### config.mk
export PLATFORM = sky130hd
export DESIGN_NAME = ahs_sequencer
export DESIGN_NICKNAME = d
export VERILOG_FILES = /design/src/ahs_edge_detect.v /design/src/ahs_sequencer.v
export VERILOG_INCLUDE_DIRS = /design/src
export SDC_FILE = /design/constraint.sdc
export NUM_CORES = 1
export LEC_CHECK = 0
export ABC_AREA = 1
export BUFFER_PORTS_ARGS = -buffer_cell sky130_fd_sc_hd__buf_2
export CORE_ASPECT_RATIO = 0.7
export CORE_UTILIZATION = 45
export CTS_BUF_LIST = sky130_fd_sc_hd__clkbuf_4
export DETAILED_ROUTE_END_ITERATION = 12
export PLACE_DENSITY_LB_ADDON = 0.3
export SETUP_SLACK_MARGIN = 0.15
export SYNTH_ARGS = -nofsm -noshare
export SYNTH_HDL_FRONTEND = slang
export SYNTH_SLANG_ARGS = --single-unit
export TNS_END_PERCENT = 10
### constraint.sdc
create_clock -name clk -period 3.3 [get_ports clk]
set_clock_uncertainty 0.2 [all_clocks]
set_input_delay 0.33 -clock clk [delete_from_list [all_inputs] [get_ports clk]]
set_output_delay 0.33 -clock clk [all_outputs]
set_load 0.02 [all_outputs]
### src/ahs_defines.vh
// Constants for the arming and hold-off sequencer
`ifndef AHS_DEFINES_VH
`define AHS_DEFINES_VH
// ----------------------------------------
// Register offsets
// ----------------------------------------
`define AHS_REG_CTRL 4'h0
`define AHS_REG_ARM_COUNT 4'h1
`define AHS_REG_HOLD_TIME 4'h2
`define AHS_REG_HOLD_COUNT 4'h3
`define AHS_REG_STATUS 4'h4
`define AHS_REG_RESULT 4'h5
// ----------------------------------------
// Control fields
// ----------------------------------------
`define AHS_CTRL_GO 0
`define AHS_CTRL_ARM_EXT 1
`define AHS_CTRL_ARM_EVT 2
`define AHS_CTRL_HOLD_ON 3
`define AHS_CTRL_HOLD_EVT 4
`define AHS_CTRL_STOP_SYNC 5
`define AHS_CTRL_SHARED 6
`define AHS_CTRL_SLOPE_A 7
`define AHS_CTRL_SLOPE_B 8
`define AHS_CTRL_WIDTH 9
`define AHS_CTRL_RESET 9'h000
// ----------------------------------------
// Counts
// ----------------------------------------
`define AHS_EVT_MIN 24'h000002
`define AHS_EVT_OFF 24'h000001
`define AHS_EVT_ZERO 24'h000000
`endif

### src/ahs_edge_detect.v
// Slope-selectable edge detector for one trigger input
module ahs_edge_detect (
    input wire clk,
    input wire srst,
    input wire ce,
    input wire sig,
    input wire rising,
    output wire hit
);
    reg prev;
    always @(posedge clk) begin
        if (srst) begin
            // Seeded from the pin so an idle-high input gives no edge after reset
            prev <= sig;
        end else if (ce) begin
            prev <= sig;
        end
    end
    assign hit = ce & (rising ? (sig & ~prev) : (~sig & prev));
endmodule

### src/ahs_sequencer.v
// Arming and stop hold-off sequencer for a time-interval counter
`include "ahs_defines.vh"
module ahs_sequencer #(
    parameter CNT_W = 24,
    parameter HOLD_W = 32,
    parameter RES_W = 32
) (
    input wire clk,
    input wire srst,
    input wire ce,
    input wire in_a,
    input wire in_b,
    input wire in_e,
    input wire [3:0] addr,
    input wire [31:0] wdata,
    input wire wr,
    input wire rd,
    output reg [31:0] rdata,
    output reg gate,
    output reg armed,
    output reg done
);
    // ----------------------------------------
    // States
    // ----------------------------------------
    localparam [2:0] ST_IDLE = 3'h0;
    localparam [2:0] ST_WAIT_E = 3'h1;
    localparam [2:0] ST_ARM_CNT = 3'h2;
    localparam [2:0] ST_ARMED = 3'h3;
    localparam [2:0] ST_RUN = 3'h4;
    localparam [2:0] ST_DONE = 3'h5;

    // ----------------------------------------
    // Registers
    // ----------------------------------------
    reg [`AHS_CTRL_WIDTH-1:0] ctrl;
    reg [CNT_W-1:0] arm_count;
    reg [HOLD_W-1:0] hold_time;
    reg [CNT_W-1:0] hold_count;
    reg [2:0] state;
    reg [CNT_W-1:0] evt_cnt;
    reg [HOLD_W-1:0] hold_cnt;
    reg hold_busy;
    reg sync_seen;
    reg [RES_W-1:0] result;
    reg bad_combo;

    wire b_src;
    wire hit_a;
    wire hit_b;
    wire e_rise;
    wire e_fall;
    wire go_wr;
    wire arm_evt_on;
    wire hold_evt_on;
    wire stop_ok;
    wire hold_first;
    wire [CNT_W-1:0] hold_left;

    // ----------------------------------------
    // Decode functions
    // ----------------------------------------
    // Delay count of one or below minimum reads as disabled
    function evt_enabled;
        input [CNT_W-1:0] n;
        begin
            evt_enabled = (n >= `AHS_EVT_MIN);
        end
    endfunction

    // Time-armed start would share channel B with an event hold-off
    function combo_refused;
        input [`AHS_CTRL_WIDTH-1:0] c;
        begin
            combo_refused = c[`AHS_CTRL_HOLD_EVT] & c[`AHS_CTRL_HOLD_ON] &
                c[`AHS_CTRL_ARM_EXT] & ~c[`AHS_CTRL_ARM_EVT];
        end
    endfunction

    // ----------------------------------------
    // Derived controls
    // ----------------------------------------
    assign b_src = ctrl[`AHS_CTRL_SHARED] ? in_a : in_b;
    assign arm_evt_on = ctrl[`AHS_CTRL_ARM_EVT] & evt_enabled(arm_count);
    assign hold_evt_on = ctrl[`AHS_CTRL_HOLD_ON] & ctrl[`AHS_CTRL_HOLD_EVT];
    assign go_wr = wr & (addr == `AHS_REG_CTRL) & wdata[`AHS_CTRL_GO];
    // A B event coincident with the start trigger is the first held one
    assign hold_first = hit_b & (hold_count != `AHS_EVT_ZERO);
    assign hold_left = hold_count - {{(CNT_W-1){1'b0}}, hold_first};

    // ----------------------------------------
    // Trigger edges
    // ----------------------------------------
    ahs_edge_detect u_edge_a (
        .clk(clk),
        .srst(srst),
        .ce(ce),
        .sig(in_a),
        .rising(ctrl[`AHS_CTRL_SLOPE_A]),
        .hit(hit_a)
    );

    ahs_edge_detect u_edge_b (
        .clk(clk),
        .srst(srst),
        .ce(ce),
        .sig(b_src),
        .rising(ctrl[`AHS_CTRL_SLOPE_B]),
        .hit(hit_b)
    );

    // Sync edges share the detector so reset seeds them the same way
    ahs_edge_detect u_edge_e_rise (
        .clk(clk),
        .srst(srst),
        .ce(ce),
        .sig(in_e),
        .rising(1'b1),
        .hit(e_rise)
    );

    ahs_edge_detect u_edge_e_fall (
        .clk(clk),
        .srst(srst),
        .ce(ce),
        .sig(in_e),
        .rising(1'b0),
        .hit(e_fall)
    );

    // ----------------------------------------
    // Stop acceptance
    // ----------------------------------------
    // Hold-off and sync gating combine
    assign stop_ok = hit_b & ~hold_busy &
        (~ctrl[`AHS_CTRL_STOP_SYNC] | sync_seen);

    // ----------------------------------------
    // Register writes
    // ----------------------------------------
    always @(posedge clk) begin
        if (srst) begin
            ctrl <= `AHS_CTRL_RESET;
            arm_count <= `AHS_EVT_ZERO;
            hold_time <= {HOLD_W{1'b0}};
            hold_count <= `AHS_EVT_ZERO;
        end else if (ce && wr) begin
            case (addr)
                `AHS_REG_CTRL: ctrl <= wdata[`AHS_CTRL_WIDTH-1:0];
                `AHS_REG_ARM_COUNT: arm_count <= wdata[CNT_W-1:0];
                `AHS_REG_HOLD_TIME: hold_time <= wdata[HOLD_W-1:0];
                `AHS_REG_HOLD_COUNT: hold_count <= wdata[CNT_W-1:0];
                default: ctrl <= ctrl;
            endcase
        end
    end

    // ----------------------------------------
    // Register reads
    // ----------------------------------------
    always @(posedge clk) begin
        if (srst) begin
            rdata <= 32'h00000000;
        end else if (ce) begin
            if (rd) begin
                case (addr)
                    `AHS_REG_CTRL: rdata <= {{(32-`AHS_CTRL_WIDTH){1'b0}}, ctrl};
                    `AHS_REG_ARM_COUNT: rdata <= {{(32-CNT_W){1'b0}}, arm_count};
                    `AHS_REG_HOLD_TIME: rdata <= hold_time;
                    `AHS_REG_HOLD_COUNT: rdata <= {{(32-CNT_W){1'b0}}, hold_count};
                    `AHS_REG_STATUS: rdata <= {25'h0000000, bad_combo, hold_busy,
                        done, armed, state};
                    `AHS_REG_RESULT: rdata <= result;
                    default: rdata <= 32'h00000000;
                endcase
            end else begin
                rdata <= 32'h00000000;
            end
        end
    end

    // ----------------------------------------
    // Sequencer
    // ----------------------------------------
    always @(posedge clk) begin
        if (srst) begin
            state <= ST_IDLE;
            evt_cnt <= `AHS_EVT_ZERO;
            hold_cnt <= {HOLD_W{1'b0}};
            hold_busy <= 1'b0;
            sync_seen <= 1'b0;
            result <= {RES_W{1'b0}};
            bad_combo <= 1'b0;
            gate <= 1'b0;
            armed <= 1'b0;
            done <= 1'b0;
        end else if (ce) begin
            if (e_fall) begin
                sync_seen <= 1'b1;
            end
            case (state)
                ST_IDLE: begin
                    if (go_wr) begin
                        done <= 1'b0;
                        // A sync trailing edge in the GO cycle still counts
                        sync_seen <= e_fall;
                        // Time delay lives outside; only event arming exists here
                        if (combo_refused(wdata[`AHS_CTRL_WIDTH-1:0])) begin
                            bad_combo <= 1'b1;
                        end else begin
                            bad_combo <= 1'b0;
                            if (wdata[`AHS_CTRL_ARM_EXT]) begin
                                state <= ST_WAIT_E;
                            end else if (wdata[`AHS_CTRL_ARM_EVT] & evt_enabled(arm_count)) begin
                                // Without sync the event delay counts from GO
                                evt_cnt <= arm_count;
                                state <= ST_ARM_CNT;
                            end else begin
                                armed <= 1'b1;
                                state <= ST_ARMED;
                            end
                        end
                    end
                end
                ST_WAIT_E: begin
                    if (e_rise) begin
                        if (arm_evt_on) begin
                            evt_cnt <= arm_count;
                            state <= ST_ARM_CNT;
                        end else begin
                            armed <= 1'b1;
                            state <= ST_ARMED;
                        end
                    end
                end
                ST_ARM_CNT: begin
                    if (hit_b) begin
                        evt_cnt <= evt_cnt - 1'b1;
                        // Count of one left means this event is the Nth
                        if (evt_cnt == `AHS_EVT_OFF) begin
                            armed <= 1'b1;
                            state <= ST_ARMED;
                        end
                    end
                end
                ST_ARMED: begin
                    if (hit_a) begin
                        gate <= 1'b1;
                        result <= {RES_W{1'b0}};
                        state <= ST_RUN;
                        // Hold-off counted from the start trigger itself
                        if (ctrl[`AHS_CTRL_HOLD_ON]) begin
                            hold_busy <= hold_evt_on ? (hold_left != `AHS_EVT_ZERO) :
                                (hold_time != {HOLD_W{1'b0}});
                            hold_cnt <= hold_evt_on ? {{(HOLD_W-CNT_W){1'b0}}, hold_left} :
                                hold_time;
                        end
                    end
                end
                ST_RUN: begin
                    result <= result + 1'b1;
                    // Time mode counts cycles, event mode counts B triggers
                    if (hold_busy) begin
                        if (!hold_evt_on || hit_b) begin
                            hold_cnt <= hold_cnt - 1'b1;
                            if (hold_cnt == {{(HOLD_W-1){1'b0}}, 1'b1}) begin
                                hold_busy <= 1'b0;
                            end
                        end
                    end
                    if (stop_ok) begin
                        gate <= 1'b0;
                        armed <= 1'b0;
                        done <= 1'b1;
                        state <= ST_DONE;
                    end
                end
                ST_DONE: begin
                    // One quiet cycle before a GO is looked at again
                    state <= ST_IDLE;
                end
                default: begin
                    state <= ST_IDLE;
                end
            endcase
        end
    end
endmodule

**Word-level counts from Yosys, hierarchy flattened**

Cells that the tools add are included.

- Register bits after elaboration: 221
- Latch bits: 0
- Bits in writable memories: 0
- ROM bits: 0
- Bits of input ports: 44
- Output and inout bits: 35
- Logic and storage cells: 170
- Memories kept: 0

- Add/subtract/negate cells: 4
- $mul: 0
- Divide/modulo/power cells: 0
- Order comparisons: 1
- Eq/ne operators: 26
- Shifts and indexed selects: 0
- Multiplexer cells: 64
- Bitwise gates (word level): 31
- Reductions and logical operators: 26

Operator list:

| kind | number |
|---|---|
| $mux W32 | 7 |
| $pmux W32 S6 | 1 |
| $mux W24 | 7 |
| $pmux W32 S2 | 2 |
| $pmux W24 S3 | 1 |
| $reduce_bool A24 Y1 | 2 |
| $mux W1 | 33 |
| $add A32 B1 Y32 const B | 1 |
| $eq A32 B1 Y1 const B | 1 |
| $reduce_bool A32 Y1 | 1 |
| $sub A32 B1 Y32 const B | 1 |
| $ne A2 B2 Y1 const B | 15 |
| $eq A24 B1 Y1 const B | 1 |
| $ge A24 B2 Y1 const B | 1 |
| $sub A24 B1 Y24 | 1 |
| $sub A24 B1 Y24 const B | 1 |
| $and A1 B1 Y1 | 21 |
| $mux W3 | 7 |
| $pmux W3 S5 | 1 |
| $reduce_and A4 Y1 | 3 |
| $reduce_and A11 Y1 | 1 |
| $not A1 Y1 | 9 |
| $reduce_and A9 Y1 | 1 |
| $eq A4 B2 Y1 const B | 2 |
| 21 further kinds | 31 |

**Depth between registers and ports, before layout**

- Depth in word-level cells: 12
- Mapped depth: 23
- Gate-level depth less buffers: 23

**Modules after synthesis**

From an unflattened synthesis, not the netlist that was laid out.

- Cell total of the unflattened synthesis: 1948
- Area, all modules: 12509.5 sq um

Modules (own cells, without submodules):

| module | times used | cells each | area an instance (sq um) | seq. area each (sq um) |
|---|---|---|---|---|
| ahs_sequencer | 1 | 1908 | 12244.2 | 4364.2 |
| ahs_edge_detect | 4 | 10 | 66.3 | 30.0 |

**Least setup slack after synthesis**

No wires, ideal clock.

- Path type: reg2reg
- From: register hold_count[2]
- To: register hold_busy
- Setup time: 0.117 ns
- Arrival: 2.288 ns
- Data required time: 2.983 ns
- Setup slack: 0.695 ns
- Cell stages (with the launch flop): 22
- Buffers on the path: 0
- Path through: dfxtp_1 nor2_1 nand3_1 nor2_1 nand4_1 o21ai_0 inv_1 ha_1 ha_1 inv_1 nor2_1 nand3_1 nor2_1 nand2_1 nor2_1 nand2_1 nor2_1 nand2_1 nor2_1 nand3_1 nand2_1 a21oi_1

- Longest elaborated chain between the ends: 8

RTL lines:

| item | RTL line | RTL |
|---|---|---|
| start: declaration | ahs_sequencer.v:39 | `reg [CNT_W-1:0] hold_count;` |
| start signal: assignment | ahs_sequencer.v:146 | `` hold_count <= `AHS_EVT_ZERO; `` |
| start signal: assignment | ahs_sequencer.v:152 | `` `AHS_REG_HOLD_COUNT: hold_count <= wdata[CNT_W-1:0]; `` |
| $reduce_bool A24 Y1 (no source line) | -- |  |
| $and A1 B1 Y1 | ahs_sequencer.v:88 | `` assign hold_first = hit_b & (hold_count != `AHS_EVT_ZERO); `` |
| $sub A24 B1 Y24 * | ahs_sequencer.v:89 | `assign hold_left = hold_count - {{(CNT_W-1){1'b0}}, hold_first};` |
| $reduce_bool A24 Y1 (no source line) * | -- |  |
| $mux W1 * | ahs_sequencer.v:253 | `` hold_busy <= hold_evt_on ? (hold_left != `AHS_EVT_ZERO) : `` |
| $mux W1 * | ahs_sequencer.v:252 | `` if (ctrl[`AHS_CTRL_HOLD_ON]) begin `` |
| $mux W1 * | ahs_sequencer.v:247 | `if (hit_a) begin` |
| $pmux W1 S2 * | ahs_sequencer.v:201 | `case (state)` |
| end signal: assignment | ahs_sequencer.v:253 |  |
| end: declaration | ahs_sequencer.v:43 | `reg hold_busy;` |

Every way passes the cells marked *; elsewhere a longest branch is shown, timed or not. The select of a mux whose other input is x is not followed.
A chain may end at the register's enable or synchronous reset.

**Worst setup path after layout**

- From: register hold_count[3]
- To: register hold_busy

The elaborated chain is that of the path after synthesis.

==> results.ini <==
[cts]
clockBufferDepth=3
clk_latency_ns=0.73
htree_num_levels=2
root_buffer=clkbuf_4
cts_tree=built
cts.clk_slew.worst_paths_ns=0.08
cts_sinks=221
cts_buffers=55

[synth]
synth_cell_types=44
syn_area_mm2=0.0121
synth-seq-cells=221
yosys_most_used_dff=dfxtp_1
ys_seq_area_frac=0.369
synth_nets=1882
avgSynthCellArea_um2=6.60
yosysTopAreaCell=dfxtp_1
ys_top_cells_by_area=dfxtp_1 36%, nand2_1 9.6%, o21ai_0 9.2%, a21oi_1 7.5%, nor2_1 7.0%
synth_top_area_share=0.361
synth_edf_count=3
yosysWarnings=0
async_flop_share=0
syn_inst=1830

[pwr]
pwr-share-clk=0.373
power.internal_mw=4.22
sequentialPowerShare=0.445
p_sw_mw=2.01
p_leak_nw=5.73
p_comb_frac=0.183
powerDensity_mw_per_mm2=441
switching_share=0.323
ir_drop_uv=252

[place]
post-place-ws_ns=0.183
gp_congestion=0.976
hpwl_um=32000
numPortBuffers=78

[final_layout]
final_util=0.544
nets=2020
syn_to_final_growth_pct=17.0
drive_gt1_frac=0.134
nFillCells=2691

[timing]
tightest_slew_ns=1.04
fin_crit_ns=2.90
finalHoldViolCount=0
finalSetupTns_ns=0
finalCritPeriodShare=0.880
worst_slack_ns=0.397
timing.fmax_ghz=0.344
relSlewSlack=0.306
rsz0062_at_grt=false
fin_hold_ws_ns=0.201
final-max-slew-violation-count=0
setup_violations=0

[routing]
first_pass_iters=7
detail-route-antenna-nets=0
num_vias=13600
totalWireLength_um=44300
drc=0
first_iter_violations=1482
routed_via_density=5.76
wl_per_cell_um=18.7

[status]
outcome=finished clean

[global_routing]
grt_max_degree=68
grt_pass1_vias=12300
grt_pass1_wl_um=68400
grt-ovfl-total=0
track_usage=0.320
antenna_found_initial=1

[die]
ios=79
dieArea_mm2=0.0275
core.rowCount=49
die_height_um=139
die_w_um=198
initial_core_util=0.465
core_mm2=0.0260

[setup_path]
startpoint_type=register
crit_required_ns=3.72
cp_data_arrival_time_ns=3.32
cp_max_fo=4
setup.worst_path.class=reg2reg
end_kind=register

[flow_run]
max_cap_violations=0

[min_path]
min_path_type=in2reg

-- placed cells by master (no fill, tap or decap), drive strengths merged, types with 50 or more instances in the layout --
| cell type | netlist | layout |
|---|---|---|
| nand2 | 312 | 312 |
| nor2 | 229 | 229 |
| nor3 | 50 | 50 |
| buf | 20 | 124 |
| clkbuf | 68 | 81 |
| inv | 195 | 195 |
| dfxtp | 218 | 218 |
| o21ai | 226 | 226 |
| nand3 | 114 | 114 |
| a21oi | 184 | 184 |
-- routing by layer --
layer / up-vias / part of all wire / global-route usage / wire [um]
met4: 0 / 0.028 / 0.107 / 1250
met1: 6226 / 0.46 / 0.482 / 20400
met2: 788 / 0.39 / 0.437 / 17100
met5: - / 0 / 0 / 0
met3: 106 / 0.12 / 0.0771 / 5510
li1: 6502 / - / - / -
-- registers in the layout, indices dropped and copies added (netlist names), 3 cells and up --
name and count:
result 32, state 3, ctrl 9, evt_cnt 24, hold_cnt 32, rdata 32
hold_time 32, arm_count 24, hold_count 24
-- logic make-up (layout without fill, tap and decap cells) --
logic type / Yosys count / count (layout) / share of synthesized area
buffers and inverters: 286 / 463 / 0.0926
adders and majority gates: 8 / 8 / 0.00829
other: 0 / 1 / 0
DFF: 221 / 221 / 0.369
and+or+nand+nor: 763 / 763 / 0.270
xor gates and xnor gates: 33 / 33 / 0.0239
AOI/OAI and AO/OA: 519 / 519 / 0.236
-- metrics by stage --
step           std cells  power, mW  area (um^2)
2_1_floorplan       1830       3.57        12100
3_3_place_gp        2215       3.87        12900
3_5_place_dp        2215       3.88        12900
4_1_cts             2356       6.21        14000
5_1_grt             2365       6.54        14100
6_report            2365       6.23        14100
-- final cells by class --
type                       instances  area (um^2)  area share
clock buffer                      81          608      0.0430
timing repair buffer             169         1200      0.0848
tap                              357          447      0.0316
sequential                       221         4470       0.316
inverter                         198          744      0.0527
antenna                            1         2.50    0.000177
multi-input combinational       1323         6600       0.467
clock inverter                    15         60.1     0.00425
-- power by group through the flow --
stage	Combinational, mW	Clock [mW]	Sequential, mW
after floorplan	0.751	0	2.82
after global placement	1.04	0	2.83
after detailed placement	1.05	0	2.83
after CTS	1.09	2.35	2.77
after global routing	1.28	2.49	2.78
final	1.14	2.32	2.77
-- synth_stat cells (2+ instances only) --
cell / instances
clkinv_1: 3
or2_2: 7
o21ai_0: 222
xor2_1: 26
a21oi_1: 182
o31ai_1: 2
buf_2: 12
o22ai_1: 42
nor3_2: 4
buf_4: 4
nand4_1: 37
o221ai_1: 2
ha_1: 8
nand3b_1: 5
nor2_1: 224
inv_2: 2
o211ai_1: 15
nand2_1: 309
a21oi_4: 2
nor4_1: 8
dfxtp_1: 218
nand2_2: 3
buf_6: 2
nor2_2: 5
inv_1: 193
clkbuf_1: 68
buf_1: 2
a211oi_1: 4
a221oi_1: 15
a22oi_1: 8
nor3_1: 46
a31oi_1: 13
o21a_1: 3
o21ai_1: 3
xnor2_1: 7
edfxtp_1: 3
nand3_1: 114
-- final timing paths --
kind / to / depth (start not counted) / from / slack, ns
worst max-delay path: hold_busy / 21 / hold_count[3] / 0.40
worst min-delay path: u_edge_a.prev / 2 / in_a / 0.20
worst max register to register: hold_busy / 21 / hold_count[3] / 0.40
worst min register to register: ctrl[1] / 2 / ctrl[1] / 0.27
-- worst max-delay path, stage by stage (launching register included) --
cell and delay (ns):
dfxtp_2 0.35, nor2_4 0.12, nand3_2 0.09, nor2_2 0.14
nand4_1 0.12, o21ai_2 0.17, inv_2 0.06, ha_4 0.17
ha_2 0.31, inv_1 0.04, nor2_1 0.08, nand3_1 0.08
nor2_1 0.12, nand2_1 0.06, nor2_1 0.10, nand2_1 0.08
nor2_2 0.12, nand2_1 0.09, nor2_1 0.11, nand3_1 0.08
nand2_1 0.07, a21oi_1 0.07
-- what timing repair did --
item,4_1_cts,5_1_grt
hold buffers,45,0
buffers inserted,0,8
endpoints found under the hold margin,117,0
endpoints found under the setup margin,0,12
gates resized for setup,0,39
Note: power is estimated with default switching activity, not from simulation.
